**src/core/hpp_regs.svh**
```systemverilog
// Register offsets, field positions and reset values of the host port.
// Included by the top module and its bench; holds definitions and nothing else.
`ifndef HPP_REGS_SVH
`define HPP_REGS_SVH
`define HPP_OFS_DMA_CFG 8'h00
`define HPP_OFS_PIO_CFG 8'h04
`define HPP_OFS_DEV_ADDR 8'h08
`define HPP_OFS_EP_DIR 8'h0c
`define HPP_OFS_STATUS 8'h10
`define HPP_DMA_IDX_LSB 0
`define HPP_DMA_EN_BIT 4
`define HPP_DMA_WD_BIT 5
`define HPP_PIO_MUX_BIT 0
`define HPP_ST_OVR_BIT 5
`define HPP_RST_DMA_CFG 6'h00
`define HPP_RST_PIO_MUX 1'b1
`define HPP_RST_DEV_ADDR 7'h00
`define HPP_RST_EP_DIR 16'h0000
`define HPP_EP_LAST 4'he
`define HPP_STRAP_SETTLE 2'h3
`define HPP_RESP_OKAY 2'b00
`define HPP_RESP_SLVERR 2'b10
`endif

```
**src/core/hpp_pkg.sv**
```systemverilog
// Types shared by the host port modules.
// Compiled before every other design file.
`default_nettype none
package hpp_pkg;
    typedef enum logic [1:0] {
        HPP_MODE16 = 2'b00,
        HPP_MODE_RSV1 = 2'b01,
        HPP_MODE8 = 2'b10,
        HPP_MODE_RSV3 = 2'b11
    } hpp_mode_e;
    typedef enum logic [1:0] {
        HPP_W_IDLE = 2'b01,
        HPP_W_RESP = 2'b10
    } hpp_wstate_e;
    typedef logic [15:0] hpp_word_t;
endpackage
`default_nettype wire

```
**src/core/hpp_stream_if.sv**
```systemverilog
// Word stream between the host port and its two-entry buffer.
// Needs hpp_pkg compiled first.
`default_nettype none
interface hpp_stream_if;
    logic valid;
    logic ready;
    hpp_pkg::hpp_word_t data;
    logic [3:0] ep;
    logic dir;
    modport src (output valid, output data, output ep, output dir, input ready);
    modport snk (input valid, input data, input ep, input dir, output ready);
endinterface
`default_nettype wire

```
**src/core/hpp_sync.sv**
```systemverilog
// Two-flop synchroniser for a bundle of pin inputs.
// Assumes each bit is a level that holds for several clock periods.
`default_nettype none
module hpp_sync #(
    parameter int W = 1,
    parameter logic [W-1:0] INIT = '0
) (
    input wire logic clk,
    input wire logic rst_n,
    input wire logic [W-1:0] d,
    output logic [W-1:0] q
);
    logic [W-1:0] meta;
    logic [W-1:0] next_meta;
    logic [W-1:0] next_q;

    always_comb begin
        next_meta = d;
        next_q = meta;
    end

    always_ff @(posedge clk or negedge rst_n) begin
        if (!rst_n) begin
            meta <= INIT;
            q <= INIT;
        end else begin
            meta <= next_meta;
            q <= next_q;
        end
    end
endmodule
`default_nettype wire

```
**src/core/hpp_fifo2.sv**
```systemverilog
// Two-entry buffer between the port and the endpoint side.
// Both sides follow valid/ready; a stalled drain holds the fill side off.
`default_nettype none
module hpp_fifo2 (
    input wire logic clk,
    input wire logic rst_n,
    hpp_stream_if.snk fill,
    hpp_stream_if.src drain
);
    logic [20:0] mem [2];
    logic [20:0] next_mem [2];
    logic wp, rp, next_wp, next_rp;
    logic [1:0] cnt, next_cnt;
    logic push, pop;

    assign fill.ready = (cnt != 2'h2);
    assign drain.valid = (cnt != 2'h0);
    assign {drain.dir, drain.ep, drain.data} = mem[rp];
    assign push = fill.valid & fill.ready;
    assign pop = drain.valid & drain.ready;

    always_comb begin
        next_mem = mem;
        next_wp = wp;
        next_rp = rp;
        next_cnt = cnt;
        if (push) begin
            next_mem[wp] = {fill.dir, fill.ep, fill.data};
            next_wp = ~wp;
        end
        if (pop) begin
            next_rp = ~rp;
        end
        next_cnt = cnt + {1'b0, push} - {1'b0, pop};
    end

    always_ff @(posedge clk or negedge rst_n) begin
        if (!rst_n) begin
            mem[0] <= 21'h0;
            mem[1] <= 21'h0;
            wp <= 1'b0;
            rp <= 1'b0;
            cnt <= 2'h0;
        end else begin
            mem <= next_mem;
            wp <= next_wp;
            rp <= next_rp;
            cnt <= next_cnt;
        end
    end
endmodule
`default_nettype wire

```
**src/core/hpp_host_port.sv**
```systemverilog
// Parallel host port of a USB peripheral controller: strap-selected bus
// mode, PIO and DMA writes into endpoint buffers, AXI4-Lite config.
// Pins are asynchronous to CLOCK; strobes must last over three clocks.
// Behaviour
// - Memory-like slave, 8/16-bit data, one address
// - Multiplexed and separate address buses both accepted
// - DMA slave serving exactly one endpoint buffer
// - DMA configuration kept apart from PIO configuration
// - Straps pick mode: 00 16-bit, 10 8-bit
// - Mode 0: sixteen lines, DMA needs width 1
// - Mode 2: eight lines, DMA needs width 0
// - Fifteen endpoints: control 0 plus fourteen; a PIO command still selects index 15
// - Each endpoint buffer reachable by PIO or DMA
// - Endpoint 0 never reachable by DMA
// - DMA endpoint index and enable in register
// - Endpoints 1 and up follow their direction bit; endpoint 0 reads as direction 1
// - Endpoint identity is address, number, direction
// - Falling address latch captures line 0
// - Low reset input resets asynchronously
`default_nettype none
`include "hpp_regs.svh"
module hpp_host_port (
    input wire logic CLOCK,
    input wire logic RSTN,
    input wire logic [7:0] AWADDR,
    input wire logic AWVALID,
    output logic AWREADY,
    input wire logic [31:0] WDATA,
    input wire logic [3:0] WSTRB,
    input wire logic WVALID,
    output logic WREADY,
    output logic [1:0] BRESP,
    output logic BVALID,
    input wire logic BREADY,
    input wire logic [7:0] ARADDR,
    input wire logic ARVALID,
    output logic ARREADY,
    output logic [31:0] RDATA,
    output logic [1:0] RRESP,
    output logic RVALID,
    input wire logic RREADY,
    input wire logic CS_N,
    input wire logic RD_N,
    input wire logic WR_N,
    input wire logic ALE,
    input wire logic COMMAND_DATA_SELECT,
    input wire logic BUS_MODE_STRAP_HI,
    input wire logic BUS_MODE_STRAP_LO,
    input wire logic [15:0] DATA_IN,
    output logic [15:0] DATA_OUT,
    output logic DATA_OE_N,
    input wire logic DACK_N,
    output logic DREQ,
    output logic EP_VALID,
    input wire logic EP_READY,
    output logic [15:0] EP_DATA,
    output logic [3:0] EP_INDEX,
    output logic EP_DIR
);
    hpp_stream_if in_if ();
    hpp_stream_if out_if ();

    logic cs_n_s, rd_n_s, wr_n_s, ale_s, a0_s, dack_n_s;
    logic [1:0] strap_s;
    logic [15:0] din_s;

    hpp_sync #(.W(24), .INIT(24'hed0000)) u_sync (
        .clk(CLOCK),
        .rst_n(RSTN),
        .d({CS_N, RD_N, WR_N, ALE, COMMAND_DATA_SELECT, DACK_N,
            BUS_MODE_STRAP_HI, BUS_MODE_STRAP_LO, DATA_IN}),
        .q({cs_n_s, rd_n_s, wr_n_s, ale_s, a0_s, dack_n_s, strap_s, din_s})
    );

    hpp_fifo2 u_buf (
        .clk(CLOCK),
        .rst_n(RSTN),
        .fill(in_if.snk),
        .drain(out_if.src)
    );

    // Register group
    logic [5:0] dma_cfg, next_dma_cfg;
    logic mux_cfg, next_mux_cfg;
    logic [6:0] dev_addr, next_dev_addr;
    logic [15:0] ep_dir, next_ep_dir;
    logic aw_held, next_aw_held, w_held, next_w_held;
    logic [7:0] aw_addr, next_aw_addr;
    logic [31:0] w_data, next_w_data;
    logic [3:0] w_strb, next_w_strb;
    hpp_pkg::hpp_wstate_e ws, next_ws;
    logic [1:0] bresp, next_bresp, rresp, next_rresp;
    logic rvalid, next_rvalid;
    logic [31:0] rdata, next_rdata;
    logic st_clr;
    logic do_write;
    logic [7:0] wa;
    logic [31:0] wd;
    logic [3:0] wsb;

    // Port group
    hpp_pkg::hpp_mode_e mode, next_mode;
    logic [1:0] settle, next_settle;
    logic wr_n_q, next_wr_n_q, ale_q, next_ale_q;
    logic cmd_sel, next_cmd_sel;
    logic [3:0] ep_sel, next_ep_sel;
    logic [15:0] dout, next_dout;
    logic overrun, next_overrun;
    logic mode_ok, dma_ok, width_ok, wr_rise, ale_fall, addr_cmd;
    logic pio_wr, dma_wr, push, drive;
    logic [3:0] dma_idx, push_ep;
    logic [15:0] wmask, uid;

    function automatic logic [31:0] merge(input logic [31:0] old, input logic [31:0] d,
                                          input logic [3:0] s);
        logic [31:0] r;
        r = old;
        for (int i = 0; i < 4; i++) begin
            if (s[i]) begin
                r[8*i +: 8] = d[8*i +: 8];
            end
        end
        return r;
    endfunction

    assign AWREADY = !aw_held && ws == hpp_pkg::HPP_W_IDLE;
    assign WREADY = !w_held && ws == hpp_pkg::HPP_W_IDLE;
    assign BVALID = (ws == hpp_pkg::HPP_W_RESP);
    assign BRESP = bresp;
    assign ARREADY = !rvalid;
    assign RVALID = rvalid;
    assign RDATA = rdata;
    assign RRESP = rresp;
    assign wa = aw_held ? aw_addr : AWADDR;
    assign wd = w_held ? w_data : WDATA;
    assign wsb = w_held ? w_strb : WSTRB;
    assign do_write = ws == hpp_pkg::HPP_W_IDLE && (aw_held || AWVALID)
                      && (w_held || WVALID);

    always_comb begin
        next_dma_cfg = dma_cfg;
        next_mux_cfg = mux_cfg;
        next_dev_addr = dev_addr;
        next_ep_dir = ep_dir;
        next_aw_held = aw_held || (AWVALID && AWREADY);
        next_aw_addr = (AWVALID && AWREADY) ? AWADDR : aw_addr;
        next_w_held = w_held || (WVALID && WREADY);
        next_w_data = (WVALID && WREADY) ? WDATA : w_data;
        next_w_strb = (WVALID && WREADY) ? WSTRB : w_strb;
        next_ws = ws;
        next_bresp = bresp;
        st_clr = 1'b0;
        if (do_write) begin
            next_aw_held = 1'b0;
            next_w_held = 1'b0;
            next_ws = hpp_pkg::HPP_W_RESP;
            next_bresp = `HPP_RESP_OKAY;
            // DMA and PIO settings sit in separate words
            if (wa == `HPP_OFS_DMA_CFG) begin
                next_dma_cfg = 6'(merge({26'h0, dma_cfg}, wd, wsb));
            end else if (wa == `HPP_OFS_PIO_CFG) begin
                next_mux_cfg = 1'(merge({31'h0, mux_cfg}, wd, wsb) >> `HPP_PIO_MUX_BIT);
            end else if (wa == `HPP_OFS_DEV_ADDR) begin
                next_dev_addr = 7'(merge({25'h0, dev_addr}, wd, wsb));
            end else if (wa == `HPP_OFS_EP_DIR) begin
                next_ep_dir = 16'(merge({16'h0, ep_dir}, wd, wsb));
            end else if (wa == `HPP_OFS_STATUS) begin
                st_clr = wsb[0] && wd[`HPP_ST_OVR_BIT];
            end else begin
                next_bresp = `HPP_RESP_SLVERR;
            end
        end else if (ws == hpp_pkg::HPP_W_RESP && BREADY) begin
            next_ws = hpp_pkg::HPP_W_IDLE;
        end
        next_rvalid = rvalid ? !RREADY : ARVALID;
        next_rdata = rdata;
        next_rresp = rresp;
        if (ARVALID && ARREADY) begin
            next_rresp = `HPP_RESP_OKAY;
            if (ARADDR == `HPP_OFS_DMA_CFG) begin
                next_rdata = {26'h0, dma_cfg};
            end else if (ARADDR == `HPP_OFS_PIO_CFG) begin
                next_rdata = {31'h0, mux_cfg};
            end else if (ARADDR == `HPP_OFS_DEV_ADDR) begin
                next_rdata = {25'h0, dev_addr};
            end else if (ARADDR == `HPP_OFS_EP_DIR) begin
                next_rdata = {16'h0, ep_dir};
            end else if (ARADDR == `HPP_OFS_STATUS) begin
                next_rdata = {26'h0, overrun, !in_if.ready, dma_ok, mode_ok, mode};
            end else begin
                next_rdata = 32'h0;
                next_rresp = `HPP_RESP_SLVERR;
            end
        end
    end

    always_ff @(posedge CLOCK or negedge RSTN) begin
        if (!RSTN) begin
            dma_cfg <= `HPP_RST_DMA_CFG;
            mux_cfg <= `HPP_RST_PIO_MUX;
            dev_addr <= `HPP_RST_DEV_ADDR;
            ep_dir <= `HPP_RST_EP_DIR;
            aw_held <= 1'b0;
            aw_addr <= 8'h00;
            w_held <= 1'b0;
            w_data <= 32'h0;
            w_strb <= 4'h0;
            ws <= hpp_pkg::HPP_W_IDLE;
            bresp <= `HPP_RESP_OKAY;
            rvalid <= 1'b0;
            rdata <= 32'h0;
            rresp <= `HPP_RESP_OKAY;
        end else begin
            dma_cfg <= next_dma_cfg;
            mux_cfg <= next_mux_cfg;
            dev_addr <= next_dev_addr;
            ep_dir <= next_ep_dir;
            aw_held <= next_aw_held;
            aw_addr <= next_aw_addr;
            w_held <= next_w_held;
            w_data <= next_w_data;
            w_strb <= next_w_strb;
            ws <= next_ws;
            bresp <= next_bresp;
            rvalid <= next_rvalid;
            rdata <= next_rdata;
            rresp <= next_rresp;
        end
    end

    // Reserved codes leave mode_ok low, so nothing moves
    assign mode_ok = settle == `HPP_STRAP_SETTLE
                     && (mode == hpp_pkg::HPP_MODE16 || mode == hpp_pkg::HPP_MODE8);
    assign dma_idx = dma_cfg[`HPP_DMA_IDX_LSB +: 4];
    assign width_ok = (mode == hpp_pkg::HPP_MODE16) ? dma_cfg[`HPP_DMA_WD_BIT]
                                                    : !dma_cfg[`HPP_DMA_WD_BIT];
    assign dma_ok = mode_ok && dma_cfg[`HPP_DMA_EN_BIT] && width_ok
                    && dma_idx != 4'h0 && dma_idx <= `HPP_EP_LAST;
    assign wmask = (mode == hpp_pkg::HPP_MODE16) ? 16'hffff : 16'h00ff;
    assign wr_rise = !wr_n_q && wr_n_s;
    assign ale_fall = ale_q && !ale_s;
    // Separate bus: address pin picks command; multiplexed: latched line 0
    assign addr_cmd = mux_cfg ? cmd_sel : a0_s;
    assign pio_wr = wr_rise && !cs_n_s && dack_n_s && mode_ok;
    assign dma_wr = wr_rise && !dack_n_s && dma_ok;
    assign push = (pio_wr && !addr_cmd) || dma_wr;
    assign push_ep = dma_wr ? dma_idx : ep_sel;
    assign drive = !cs_n_s && !rd_n_s && dack_n_s && mode_ok;
    // Endpoint 0 is both directions; PIO data to it heads for control IN
    assign uid = {dev_addr, ep_sel, ep_dir[ep_sel] | (ep_sel == 4'h0), 4'h0};

    assign in_if.valid = push;
    assign in_if.data = din_s & wmask;
    assign in_if.ep = push_ep;
    assign in_if.dir = ep_dir[push_ep] | (push_ep == 4'h0);
    assign out_if.ready = EP_READY;
    assign EP_VALID = out_if.valid;
    assign EP_DATA = out_if.data;
    assign EP_INDEX = out_if.ep;
    assign EP_DIR = out_if.dir;
    // A full buffer drops DREQ so DMA stalls instead of losing words
    assign DREQ = dma_ok && in_if.ready;
    assign DATA_OUT = dout;
    assign DATA_OE_N = !drive;

    always_comb begin
        next_settle = (settle == `HPP_STRAP_SETTLE) ? settle : settle + 2'h1;
        next_mode = (settle == `HPP_STRAP_SETTLE) ? mode : hpp_pkg::hpp_mode_e'(strap_s);
        next_wr_n_q = wr_n_s;
        next_ale_q = ale_s;
        next_cmd_sel = (ale_fall && mux_cfg) ? din_s[0] : cmd_sel;
        next_ep_sel = (pio_wr && addr_cmd) ? din_s[3:0] : ep_sel;
        next_dout = (addr_cmd ? {8'h00, 4'h0, ep_sel} : uid) & wmask;
        next_overrun = (push && !in_if.ready) || (overrun && !st_clr);
    end

    always_ff @(posedge CLOCK or negedge RSTN) begin
        if (!RSTN) begin
            settle <= 2'h0;
            mode <= hpp_pkg::HPP_MODE_RSV3;
            wr_n_q <= 1'b1;
            ale_q <= 1'b0;
            cmd_sel <= 1'b0;
            ep_sel <= 4'h0;
            dout <= 16'h0000;
            overrun <= 1'b0;
        end else begin
            settle <= next_settle;
            mode <= next_mode;
            wr_n_q <= next_wr_n_q;
            ale_q <= next_ale_q;
            cmd_sel <= next_cmd_sel;
            ep_sel <= next_ep_sel;
            dout <= next_dout;
            overrun <= next_overrun;
        end
    end
endmodule
`default_nettype wire

```
**config.mk**
```make
export PLATFORM = sky130hd
export DESIGN_NAME = hpp_host_port
export DESIGN_NICKNAME = d
export VERILOG_FILES = /design/src/core/hpp_pkg.sv /design/src/core/hpp_stream_if.sv /design/src/core/hpp_sync.sv /design/src/core/hpp_fifo2.sv /design/src/core/hpp_host_port.sv
export VERILOG_INCLUDE_DIRS = /design/src /design/src/core
export SDC_FILE = /design/constraint.sdc
export NUM_CORES = 1
export LEC_CHECK = 0
export ABC_CLOCK_PERIOD_IN_PS = 2800
export BUFFER_PORTS_ARGS = -buffer_cell sky130_fd_sc_hd__buf_2
export CORE_ASPECT_RATIO = 2
export CORE_MARGIN = 8
export CORE_UTILIZATION = 30
export CTS_BUF_LIST = sky130_fd_sc_hd__clkbuf_8
export DETAILED_ROUTE_END_ITERATION = 6
export GPL_ROUTABILITY_DRIVEN = 1
export PLACE_DENSITY = 0.57
export SLEW_MARGIN = 20
export SYNTH_ARGS = -nofsm -noshare
export SYNTH_HDL_FRONTEND = slang
export SYNTH_SLANG_ARGS = --single-unit
```
**constraint.sdc**
```tcl
create_clock -name CLOCK -period 2.8 [get_ports CLOCK]
set_clock_uncertainty 0.05 [all_clocks]
set_input_delay 0.28 -clock CLOCK [delete_from_list [all_inputs] [get_ports CLOCK]]
set_output_delay 0.28 -clock CLOCK [all_outputs]
set_load 0.02 [all_outputs]
```
==> flow_summary.json, run 1 <==
{
  "status": "completed",
  "dp_slack_ns": 0.144,
  "clock_latency_ns": 0.56,
  "slowest_delay_ns": 0.43,
  "cp_max_fo": 4,
  "cp_cell_sequence": "ha_1 -> and2b_1 -> nand3_1 -> nor3_1 -> buf_2",
  "die-area_sq_mm": 0.0339,
  "synth.area.top_cells": "dfrtp_1, mux2_2, dfstp_2",
  "drc": 0,
  "pwr-share-comb": 0.246,
  "postSynthCellCount": 684,
  "nFillCells": 2801,
  "start_util": 0.304,
  "rsz0062_at_grt": "false",
  "cp_top_family": "simple AND/OR/NAND/NOR gates",
  "fmax_ghz": 0.392,
  "multi_input_area_sq_mm": 0.00311,
  "cp_num_buf_inv": 1,
  "rrSetupSlack_ns": 0.26,
  "grt_max_degree": 80,
  "grt_overflow": 0,
  "p_clk_frac": 0.285,
  "setup_slack_ns": 0.250,
  "grt_pass1_wl_mm": 35.3,
  "p_sw_frac": 0.313,
  "cts_tree": "done",
  "hold_slack_ns": 0.0225,
  "first_pass_iters": 4,
  "cts_setup_buffers": 0,
  "dpl_cell_area_sq_mm": 0.00953,
  "fin_crit_ns": 2.55,
  "grt_usage": 0.134,
  "dp.cells": 1160,
  "finalInstanceArea_sq_mm": 0.0106,
  "synth_top_area_share": 0.549,
  "end_kind": "output pin",
  "min_path_type": "in -> reg",
  "p_sw_mw": 2.50,
  "place_congestion": 0.870,
  "power_density_mw_per_mm2": 750,
  "ys_seq_area_frac": 0.602,
  "clk_path_buf_depth": 3,
  "rows": 86,
  "total_power_mw": 7.97,
  "drive_gt1_frac": 0.360,
  "period_share": 0.911,
  "first_global_vias": 6458,
  "layout.cells.non_filler": 1266,
  "cts_buffers": 28,
  "die_width_um": 134,
  "htree_levels": 1,
  "yosysWarnings": 0,
  "area_delta_synth_final_pct": 26.8,
  "synth.avg_cell_area_sq_um": 12.3,
  "postSynth.asyncResetShare": 1.00,
  "worstSetupPathType": "reg -> out",
  "path_clk_slew_ns": 0.07,
  "final.setup.tns_ns": 0,
  "postLayoutCoreUtil": 0.386,
  "ir_worst_vdd_mv": 0.382,
  "p_int_mw": 5.48,
  "max_slew.worst_pin.slew_ns": 0.703,
  "ioPinCount": 165,
  "core_sq_mm": 0.0275,
  "yosysUniqueCellTypes": 65,
  "ys.flop_type": "dfrtp_1",
  "synth_top_cell_by_area": "dfrtp_1",
  "setup_violations": 0,
  "antenna_found_initial": 1,
  "final_nets": 978,
  "slew_violations": 0,
  "via_per_inst": 4.64,
  "wl_mm": 22.4,
  "slew-limit-headroom": 0.531,
  "synth-seq-cells": 201,
  "leakage_nw": 5.08,
  "io_buffers": 128,
  "root_buffer": "clkbuf_8",
  "wl_per_cell_um": 17.7,
  "dp_hpwl_mm": 16.6,
  "arrival_ns": 2.22,
  "worstPathRequired_ns": 2.47,
  "dieHeight_um": 252,
  "num_vias": 5875,
  "synth_area_sq_mm": 0.00839,
  "hold_viol": 0,
  "seq_area_sq_mm": 0.00505,
  "maxCapViolCount": 0,
  "slowest_stage": "nor3_1",
  "synth_edf_count": 0,
  "worst_setup_path_start_kind": "flop",
  "ant_nets": 0,
  "clkSinkCount": 201,
  "pwr-share-seq": 0.470,
  "drtIter0Drc": 214
}
## power groups by stage
stage          registers (mW)  clock network (mW)  logic (mW)
3_5_place_dp             3.81                   0        1.92
5_1_grt                  3.81                2.50        2.15
6_report                 3.74                2.27        1.96
3_3_place_gp             3.78                   0        1.90
2_1_floorplan            3.68                   0        1.37
4_1_cts                  3.75                2.38        2.00
## sequential cells by signal, indices dropped and copies added, names as in the netlist, 8 cells and up
name         flops
DATA_OUT        16
ep_dir          16
u_sync.meta     24
u_buf.mem       42
aw_addr          8
w_data          16
RDATA           16
u_sync.q        24
## cells in the mapped netlist (all sizes together), types with 2 or more instances
cell type    n
nand4        2
and3         9
dfrtp      184
or2          4
or3          2
xor2         2
buf         24
a22oi        3
nand4b       2
xnor2        3
ha           3
a22o         9
and2         9
inv         11
o21ai       38
nor2        43
nor2b        2
mux2        93
mux4         4
mux2i       23
o32ai        2
nor3        10
nand3        7
clkbuf      24
o31ai        3
nor3b        2
dfstp       17
nand2b       6
nand2       85
a221oi       7
nand3b       2
a211oi       7
a21oi       22
a31oi        2
## worst paths after layout
| path | depth (start not counted) | from | end |
|---|---|---|---|
| worst max-delay path | 5 | settle[0] | DREQ |
| worst min-delay path | 3 | EP_READY | u_buf.rp |
| worst max register to register | 7 | u_sync.q[21] | u_buf.mem[41] |
| worst min register to register | 0 | u_sync.meta[20] | u_sync.q[20] |
| max in group asynchronous | 3 | RSTN | u_sync.q[19] |
| min in group asynchronous | 2 | RSTN | w_data[0] |
## cells in the final DEF (no fill, tap or decap), types with 3 or more instances in the layout
cell	count
a22oi_1	3
a211oi_1	6
and2_1	8
nand3_1	7
nor2_2	3
o21ai_0	38
a21oi_1	21
xnor2_1	3
and3_1	8
dfstp_2	17
nor2_1	39
clkbuf_8	37
dfrtp_1	184
mux4_2	4
nor3_1	9
inv_1	19
a22o_1	9
mux2i_1	23
buf_4	24
or2_2	3
mux2_2	92
a221oi_1	7
buf_12	3
clkinv_2	7
ha_1	3
buf_2	127
dlygate4sd3_1	53
nand2_1	85
conb_1	18
nand2b_1	6
## layer usage
layer / track usage / wire length, um / share of wire
met5: 0 / 0 / 0
met4: 0.0823 / 1100 / 0.049
met3: 0.0203 / 833 / 0.037
met2: 0.249 / 12400 / 0.55
met1: 0.136 / 8100 / 0.36
## worst reg2reg max path: stages (launching register included)
cell	delay, ns
dfstp_2	0.54
nor3b_2	0.25
nand4_1	0.22
nor2_4	0.24
mux2_4	0.35
mux4_2	0.46
a211oi_2	0.24
nor3_1	0.07
## logic make-up (layout without fill, tap and decap cells)
kind of cell / count (synthesis) / count (layout) / synth area share
simple gates: 191 / 191 / 0.107
fa+ha+maj: 3 / 3 / 0.00448
flops: 201 / 201 / 0.602
xor+xnor: 5 / 5 / 0.00522
compound gates: 104 / 104 / 0.0818
buf+inv: 59 / 271 / 0.0352
mux: 120 / 120 / 0.164
other cells: 1 / 19 / 0.000447
## final cells by class
type,count,area share
Multi-Input combinational cell,441,0.292
Tap cell,352,0.0414
Antenna cell,1,0.000235
Clock inverter,16,0.00694
Inverter,11,0.00388
Sequential cell,201,0.475
Timing Repair Buffer,208,0.134
Clock buffer,36,0.0466
## timing repair
item,in CTS,in global routing
hold buffers,53,0
hold endpoints to repair,136,0
gates resized for setup,0,1
endpoints found under the setup margin,0,1
(Power assumes the default switching activity.)
==> run 2, diff against run 1 <==
--- a/config.mk
+++ b/config.mk
@@ -14,7 +14,6 @@
 export CTS_BUF_LIST = sky130_fd_sc_hd__clkbuf_8
 export DETAILED_ROUTE_END_ITERATION = 6
 export GPL_ROUTABILITY_DRIVEN = 1
-export PLACE_DENSITY = 0.57
 export SLEW_MARGIN = 20
 export SYNTH_ARGS = -nofsm -noshare
 export SYNTH_HDL_FRONTEND = slang
==> run 2 against run 1 <==
Compared with the run above: global-route usage is 0.10 points higher; die area stayed put; count of clock-buffer cells in the layout stayed put; clock power hardly changed; critical path depth is 3 higher; worst setup slack worse by 0.086 ns; final area is 0.29% higher; critical path type is now reg -> reg; highest routed layer unchanged.
==> flow_summary.json, run 2 (synthesis gave the netlist of run 1 again) <==
{
  "startpoint": "u_sync.q[21]",
  "wl_mm": 22.4,
  "place_congestion": 0.914,
  "clock_latency_ns": 0.58,
  "layout_common_cells": "dfrtp_1, buf_2, mux2_2, nand2_1, dlygate4sd3_1",
  "ant_nets": 0,
  "end_kind": "flop",
  "core_sq_mm": 0.0275,
  "top_regs": "u_buf.mem (42), u_sync.meta (24), u_sync.q (24)",
  "power_density_mw_per_mm2": 747,
  "r2r-end": "u_buf.mem[20]",
  "setup_violations": 0,
  "ir_worst_vdd_mv": 0.501,
  "setup_slack_ns": 0.164,
  "crit_end": "u_buf.mem[20]",
  "maxCapViolCount": 0,
  "final_common_cell": "dfrtp_1",
  "grt_overflow": 0,
  "largest_reg_flops": 42,
  "hold_viol": 0,
  "grt_pass1_wl_mm": 35.6,
  "min_path_type": "in -> reg",
  "clkSinkCount": 201,
  "period_share": 0.941,
  "first_global_vias": 6566,
  "dp_slack_ns": 0.132,
  "antenna_found_initial": 1,
  "largest-register": "u_buf.mem",
  "start_util": 0.304,
  "final_nets": 983,
  "die-area_sq_mm": 0.0339,
  "dp_hpwl_mm": 16.6,
  "die_width_um": 134,
  "total_power_mw": 7.97,
  "htree_levels": 1,
  "finalInstanceArea_sq_mm": 0.0107,
  "first_pass_iters": 4,
  "ioPinCount": 165,
  "dieHeight_um": 252,
  "drc": 0,
  "cp_max_fo": 5,
  "num_vias": 5832,
  "grt_usage": 0.135,
  "cts_tree": "done",
  "nFillCells": 2803,
  "cts_setup_buffers": 0,
  "dpl_cell_area_sq_mm": 0.00955,
  "clk_path_buf_depth": 3,
  "postLayoutCoreUtil": 0.387,
  "hp-start": "ARADDR[1]",
  "wl_per_cell_um": 17.7,
  "leakage_nw": 5.09,
  "arrival_ns": 3.06,
  "layout.cells.non_filler": 1269,
  "worstSetupPathType": "reg -> reg",
  "fmax_ghz": 0.379,
  "dp.cells": 1163,
  "worst_setup_path_start_kind": "flop",
  "cts_buffers": 29,
  "worstPathRequired_ns": 3.22,
  "grt_max_degree": 73,
  "drtIter0Drc": 199,
  "r2r-start": "u_sync.q[21]",
  "status": "completed",
  "hold_slack_ns": 0.169,
  "root_buffer": "clkbuf_8",
  "rows": 86,
  "slew-limit-headroom": 0.585,
  "io_buffers": 128,
  "via_per_inst": 4.60,
  "rrSetupSlack_ns": 0.16,
  "final.setup.tns_ns": 0,
  "max_slew.worst_pin.slew_ns": 0.623,
  "slew_violations": 0,
  "fin_crit_ns": 2.64,
  "path_clk_slew_ns": 0.07,
  "r2r.worst_path.cells": 8,
  "drive_gt1_frac": 0.361,
  "rsz0062_at_grt": "false",
  "area_delta_synth_final_pct": 27.2
}
==> run 2: cell count changes in the layout (fill, tap and decap cells not counted), sizes merged <==
cell	change
dlygate4sd3	+1
inv	-1
clkinv	-1
buf	+3
clkinvlp	+1
==> run 2: area by class of cell <==
type,count,area [sq um],area share
Antenna cell,1,2.50,0.000235
Clock buffer,36,495,0.0465
Clock inverter,15,72.6,0.00680
Inverter,11,41.3,0.00387
Multi-Input combinational cell,441,3110,0.292
Sequential cell,201,5050,0.474
Tap cell,352,440,0.0413
Timing Repair Buffer,212,1450,0.136
==> run 2: worst min-delay path by stage <==
stage                             to  slack, ns  cells past startpoint
after global placement    aw_addr[6]       0.26                      1
after floorplan             BRESP[1]      -0.07                      0
final                       RRESP[1]       0.17                      4
after CTS                   RDATA[6]       0.12                      3
after detailed placement  aw_addr[7]       0.27                      1
after global routing        RRESP[1]       0.14                      4
==> run 2: timing repair <==
action	in CTS	in global routing
hold buffers	54	0
endpoints found under the setup margin	0	2
hold endpoints to repair	123	0
resized for setup	0	1
==> run 2: power breakdown <==
group | total [mW] | internal, mW | switching, mW | leakage, nW
registers | 3.72 | 3.39 | 0.323 | 2.54
logic | 1.98 | 0.928 | 1.05 | 2.23
clock network | 2.28 | 1.16 | 1.12 | 0.324
total | 7.97 | 5.48 | 2.49 | 5.09
==> run 2: critical path, stage by stage, from the launching register on <==
cell      delay (ns)
dfstp_2         0.54
nor3b_1         0.36
nand4_1         0.24
buf_4           0.21
o211a_1         0.22
o21ba_2         0.21
o41ai_1         0.45
nor3_1          0.08
a221oi_1        0.22
==> run 2: metal layers <==
metal  up-vias  track usage  share of wire
met5         -            0              0
met4         0       0.0736          0.045
met3        50       0.0253          0.043
met2       155        0.256           0.55
met1      2840        0.133           0.36
li1       2787            -              -
==> run 3, diff against run 2 <==
==> constraint.sdc (replaced) <==
create_clock -name CLOCK -period 2.8 [get_ports CLOCK]
set_clock_uncertainty 0.05 [all_clocks]
set_input_delay 0.14 -clock CLOCK [delete_from_list [all_inputs] [get_ports CLOCK]]
set_output_delay 0.14 -clock CLOCK [all_outputs]
set_load 0.02 [all_outputs]
==> run 3 against run 2 <==
Compared with the run above: maximum frequency grew 1.9%; via count is 0.50% lower; sequential power is essentially flat; die area unchanged; utilization is 0.38 points higher; global-route usage fell by 0.23 points; sequential cell count unchanged; final area rose by 0.97%; clock power grew 14%; first-iteration DRC count fell by 19%; largest cell class unchanged; sequential share of layout area shrank 0.46 points; wire length decreased by 1.6%.
==> flow_summary.json, run 3 (synthesis gave the netlist of run 1 again) <==
{
  "maxCapViolCount": 0,
  "status": "completed",
  "pwr-share-seq": 0.448,
  "grt_max_degree": 75,
  "p_int_mw": 5.83,
  "pwr-share-comb": 0.238,
  "htree_levels": 1,
  "p_clk_frac": 0.315,
  "ir_worst_vdd_mv": 0.437,
  "slowest_stage": "dfstp_2",
  "rsz0062_at_grt": "false",
  "worstSetupPathType": "reg -> reg",
  "p_sw_frac": 0.298,
  "worstPathRequired_ns": 3.20,
  "ant_nets": 0,
  "met3_usage": 0.0201,
  "grtUsageMet2": 0.251,
  "fin_crit_ns": 2.59,
  "drtIter0Drc": 162,
  "cts_tree": "done",
  "seq_area_sq_mm": 0.00505,
  "cp_cell_sequence": "xor2_1 -> nand4_1 -> buf_4 -> o211a_1 -> o21ba_2 -> o41ai_1 -> nor3_1 -> a221oi_1",
  "hold_viol": 0,
  "cp_num_buf_inv": 1,
  "wl_mm": 22.0,
  "power_density_mw_per_mm2": 770,
  "multi_input_area_sq_mm": 0.00311,
  "grt_usage": 0.132,
  "grt_overflow": 0,
  "die-area_sq_mm": 0.0339,
  "largest_reg_flops": 42,
  "hold_slack_ns": 0.0510,
  "final_common_cell": "dfrtp_1",
  "end_kind": "flop",
  "first_global_vias": 6519,
  "cts_buffers": 29,
  "slowest_delay_ns": 0.58,
  "dieHeight_um": 252,
  "grt_pass1_wl_mm": 35.3,
  "path_clk_slew_ns": 0.06,
  "clkSinkCount": 201,
  "final.setup.tns_ns": 0,
  "cp_max_fo": 5,
  "period_share": 0.924,
  "num_vias": 5803,
  "drive_gt1_frac": 0.361,
  "ioPinCount": 165,
  "wl_per_cell_um": 17.3,
  "p_sw_mw": 2.47,
  "layout_common_cells": "dfrtp_1, buf_2, mux2_2, nand2_1, dlygate4sd3_1",
  "dp_hpwl_mm": 16.4,
  "drc": 0,
  "largest-register": "u_buf.mem",
  "area_delta_synth_final_pct": 28.4,
  "place_congestion": 0.882,
  "die_width_um": 134,
  "slew_violations": 0,
  "start_util": 0.304,
  "io_buffers": 128,
  "setup_violations": 0,
  "grt-busiest-layer": "met2",
  "rows": 86,
  "top_regs": "u_buf.mem (42), u_sync.meta (24), u_sync.q (24)",
  "use_met1": 0.134,
  "nFillCells": 2767,
  "core_sq_mm": 0.0275,
  "final_nets": 984,
  "via_per_inst": 4.56,
  "leakage_nw": 5.14,
  "antenna_found_initial": 1,
  "first_pass_iters": 6,
  "arrival_ns": 2.99,
  "max_slew.worst_pin.slew_ns": 0.654,
  "root_buffer": "clkbuf_8",
  "clock_latency_ns": 0.56,
  "cp_top_family": "compound AO/OA/AOI/OAI gates",
  "fmax_ghz": 0.387,
  "min_path_type": "in -> reg",
  "clk_path_buf_depth": 3,
  "slew-limit-headroom": 0.564,
  "worst_setup_path_start_kind": "flop"
}
[run 3: changes by cell type in the layout (fill, tap and decap cells not counted), sizes merged]
cell	change
clkinv	-7
clkinvlp	-1
dlygate4sd3	+1
inv	+2
bufinv	+2
clkbuf	+6
[run 3: path summary, 6_finish.rpt]
path                       slack [ns]  cells after the start              end            start
min                              0.05                      4         RRESP[1]        ARADDR[1]
min in group asynchronous        0.09                      2       aw_addr[7]             RSTN
min reg2reg                      0.30                      0     u_sync.q[17]  u_sync.meta[17]
max reg2reg                      0.21                      8    u_buf.mem[20]          mode[1]
max in group asynchronous        1.77                      3  u_sync.meta[22]             RSTN
max                              0.21                      8    u_buf.mem[20]          mode[1]
[run 3: repair_timing]
action / in CTS / in global routing
setup buffers: 0 / 0
gates resized for setup: 0 / 1
endpoints found under the hold margin: 157 / 0
hold buffers: 55 / 0
setup endpoints to repair: 0 / 2
[run 3: final cells by class]
cell class              count  share of cell area
diodes                      1            0.000232
multi-input cells         441               0.289
flip-flops and latches    201               0.469
repair buffers            213               0.135
clock buffers              42              0.0537
well taps                 352              0.0409
clock inverters            11             0.00918
inverters                  11             0.00383
[run 3: through the flow]
stage	area (sq um)	util	worst slack (ns)	std cells	power, mW
floorplan	8450	-	0.329	701	5.05
global placement	9540	0.346	0.136	1163	5.66
detailed placement	9540	0.346	0.121	1163	5.71
CTS	10800	0.391	0.0882	1271	8.46
global route	10800	0.391	0.0596	1272	8.80
finish	10800	0.391	0.213	1272	8.30
[run 3: power by group through the flow]
stage / Combinational [mW] / Sequential, mW / Clock [mW]
global placement: 1.91 / 3.75 / 0
CTS: 2.02 / 3.72 / 2.73
finish: 1.97 / 3.71 / 2.61
detailed placement: 1.94 / 3.77 / 0
floorplan: 1.37 / 3.68 / 0
global route: 2.18 / 3.78 / 2.83
[run 3: layer usage]
metal  vias up  routed length, um
li1       2779                  -
met1      2827               8030
met2       140              12300
met3        57                780
met4         0                951
met5         -                  0
[run 3: worst min-delay path, stage by stage]
cell	delay, ns
buf_2	0.09
nor3_1	0.04
buf_4	0.15
o31ai_1	0.19
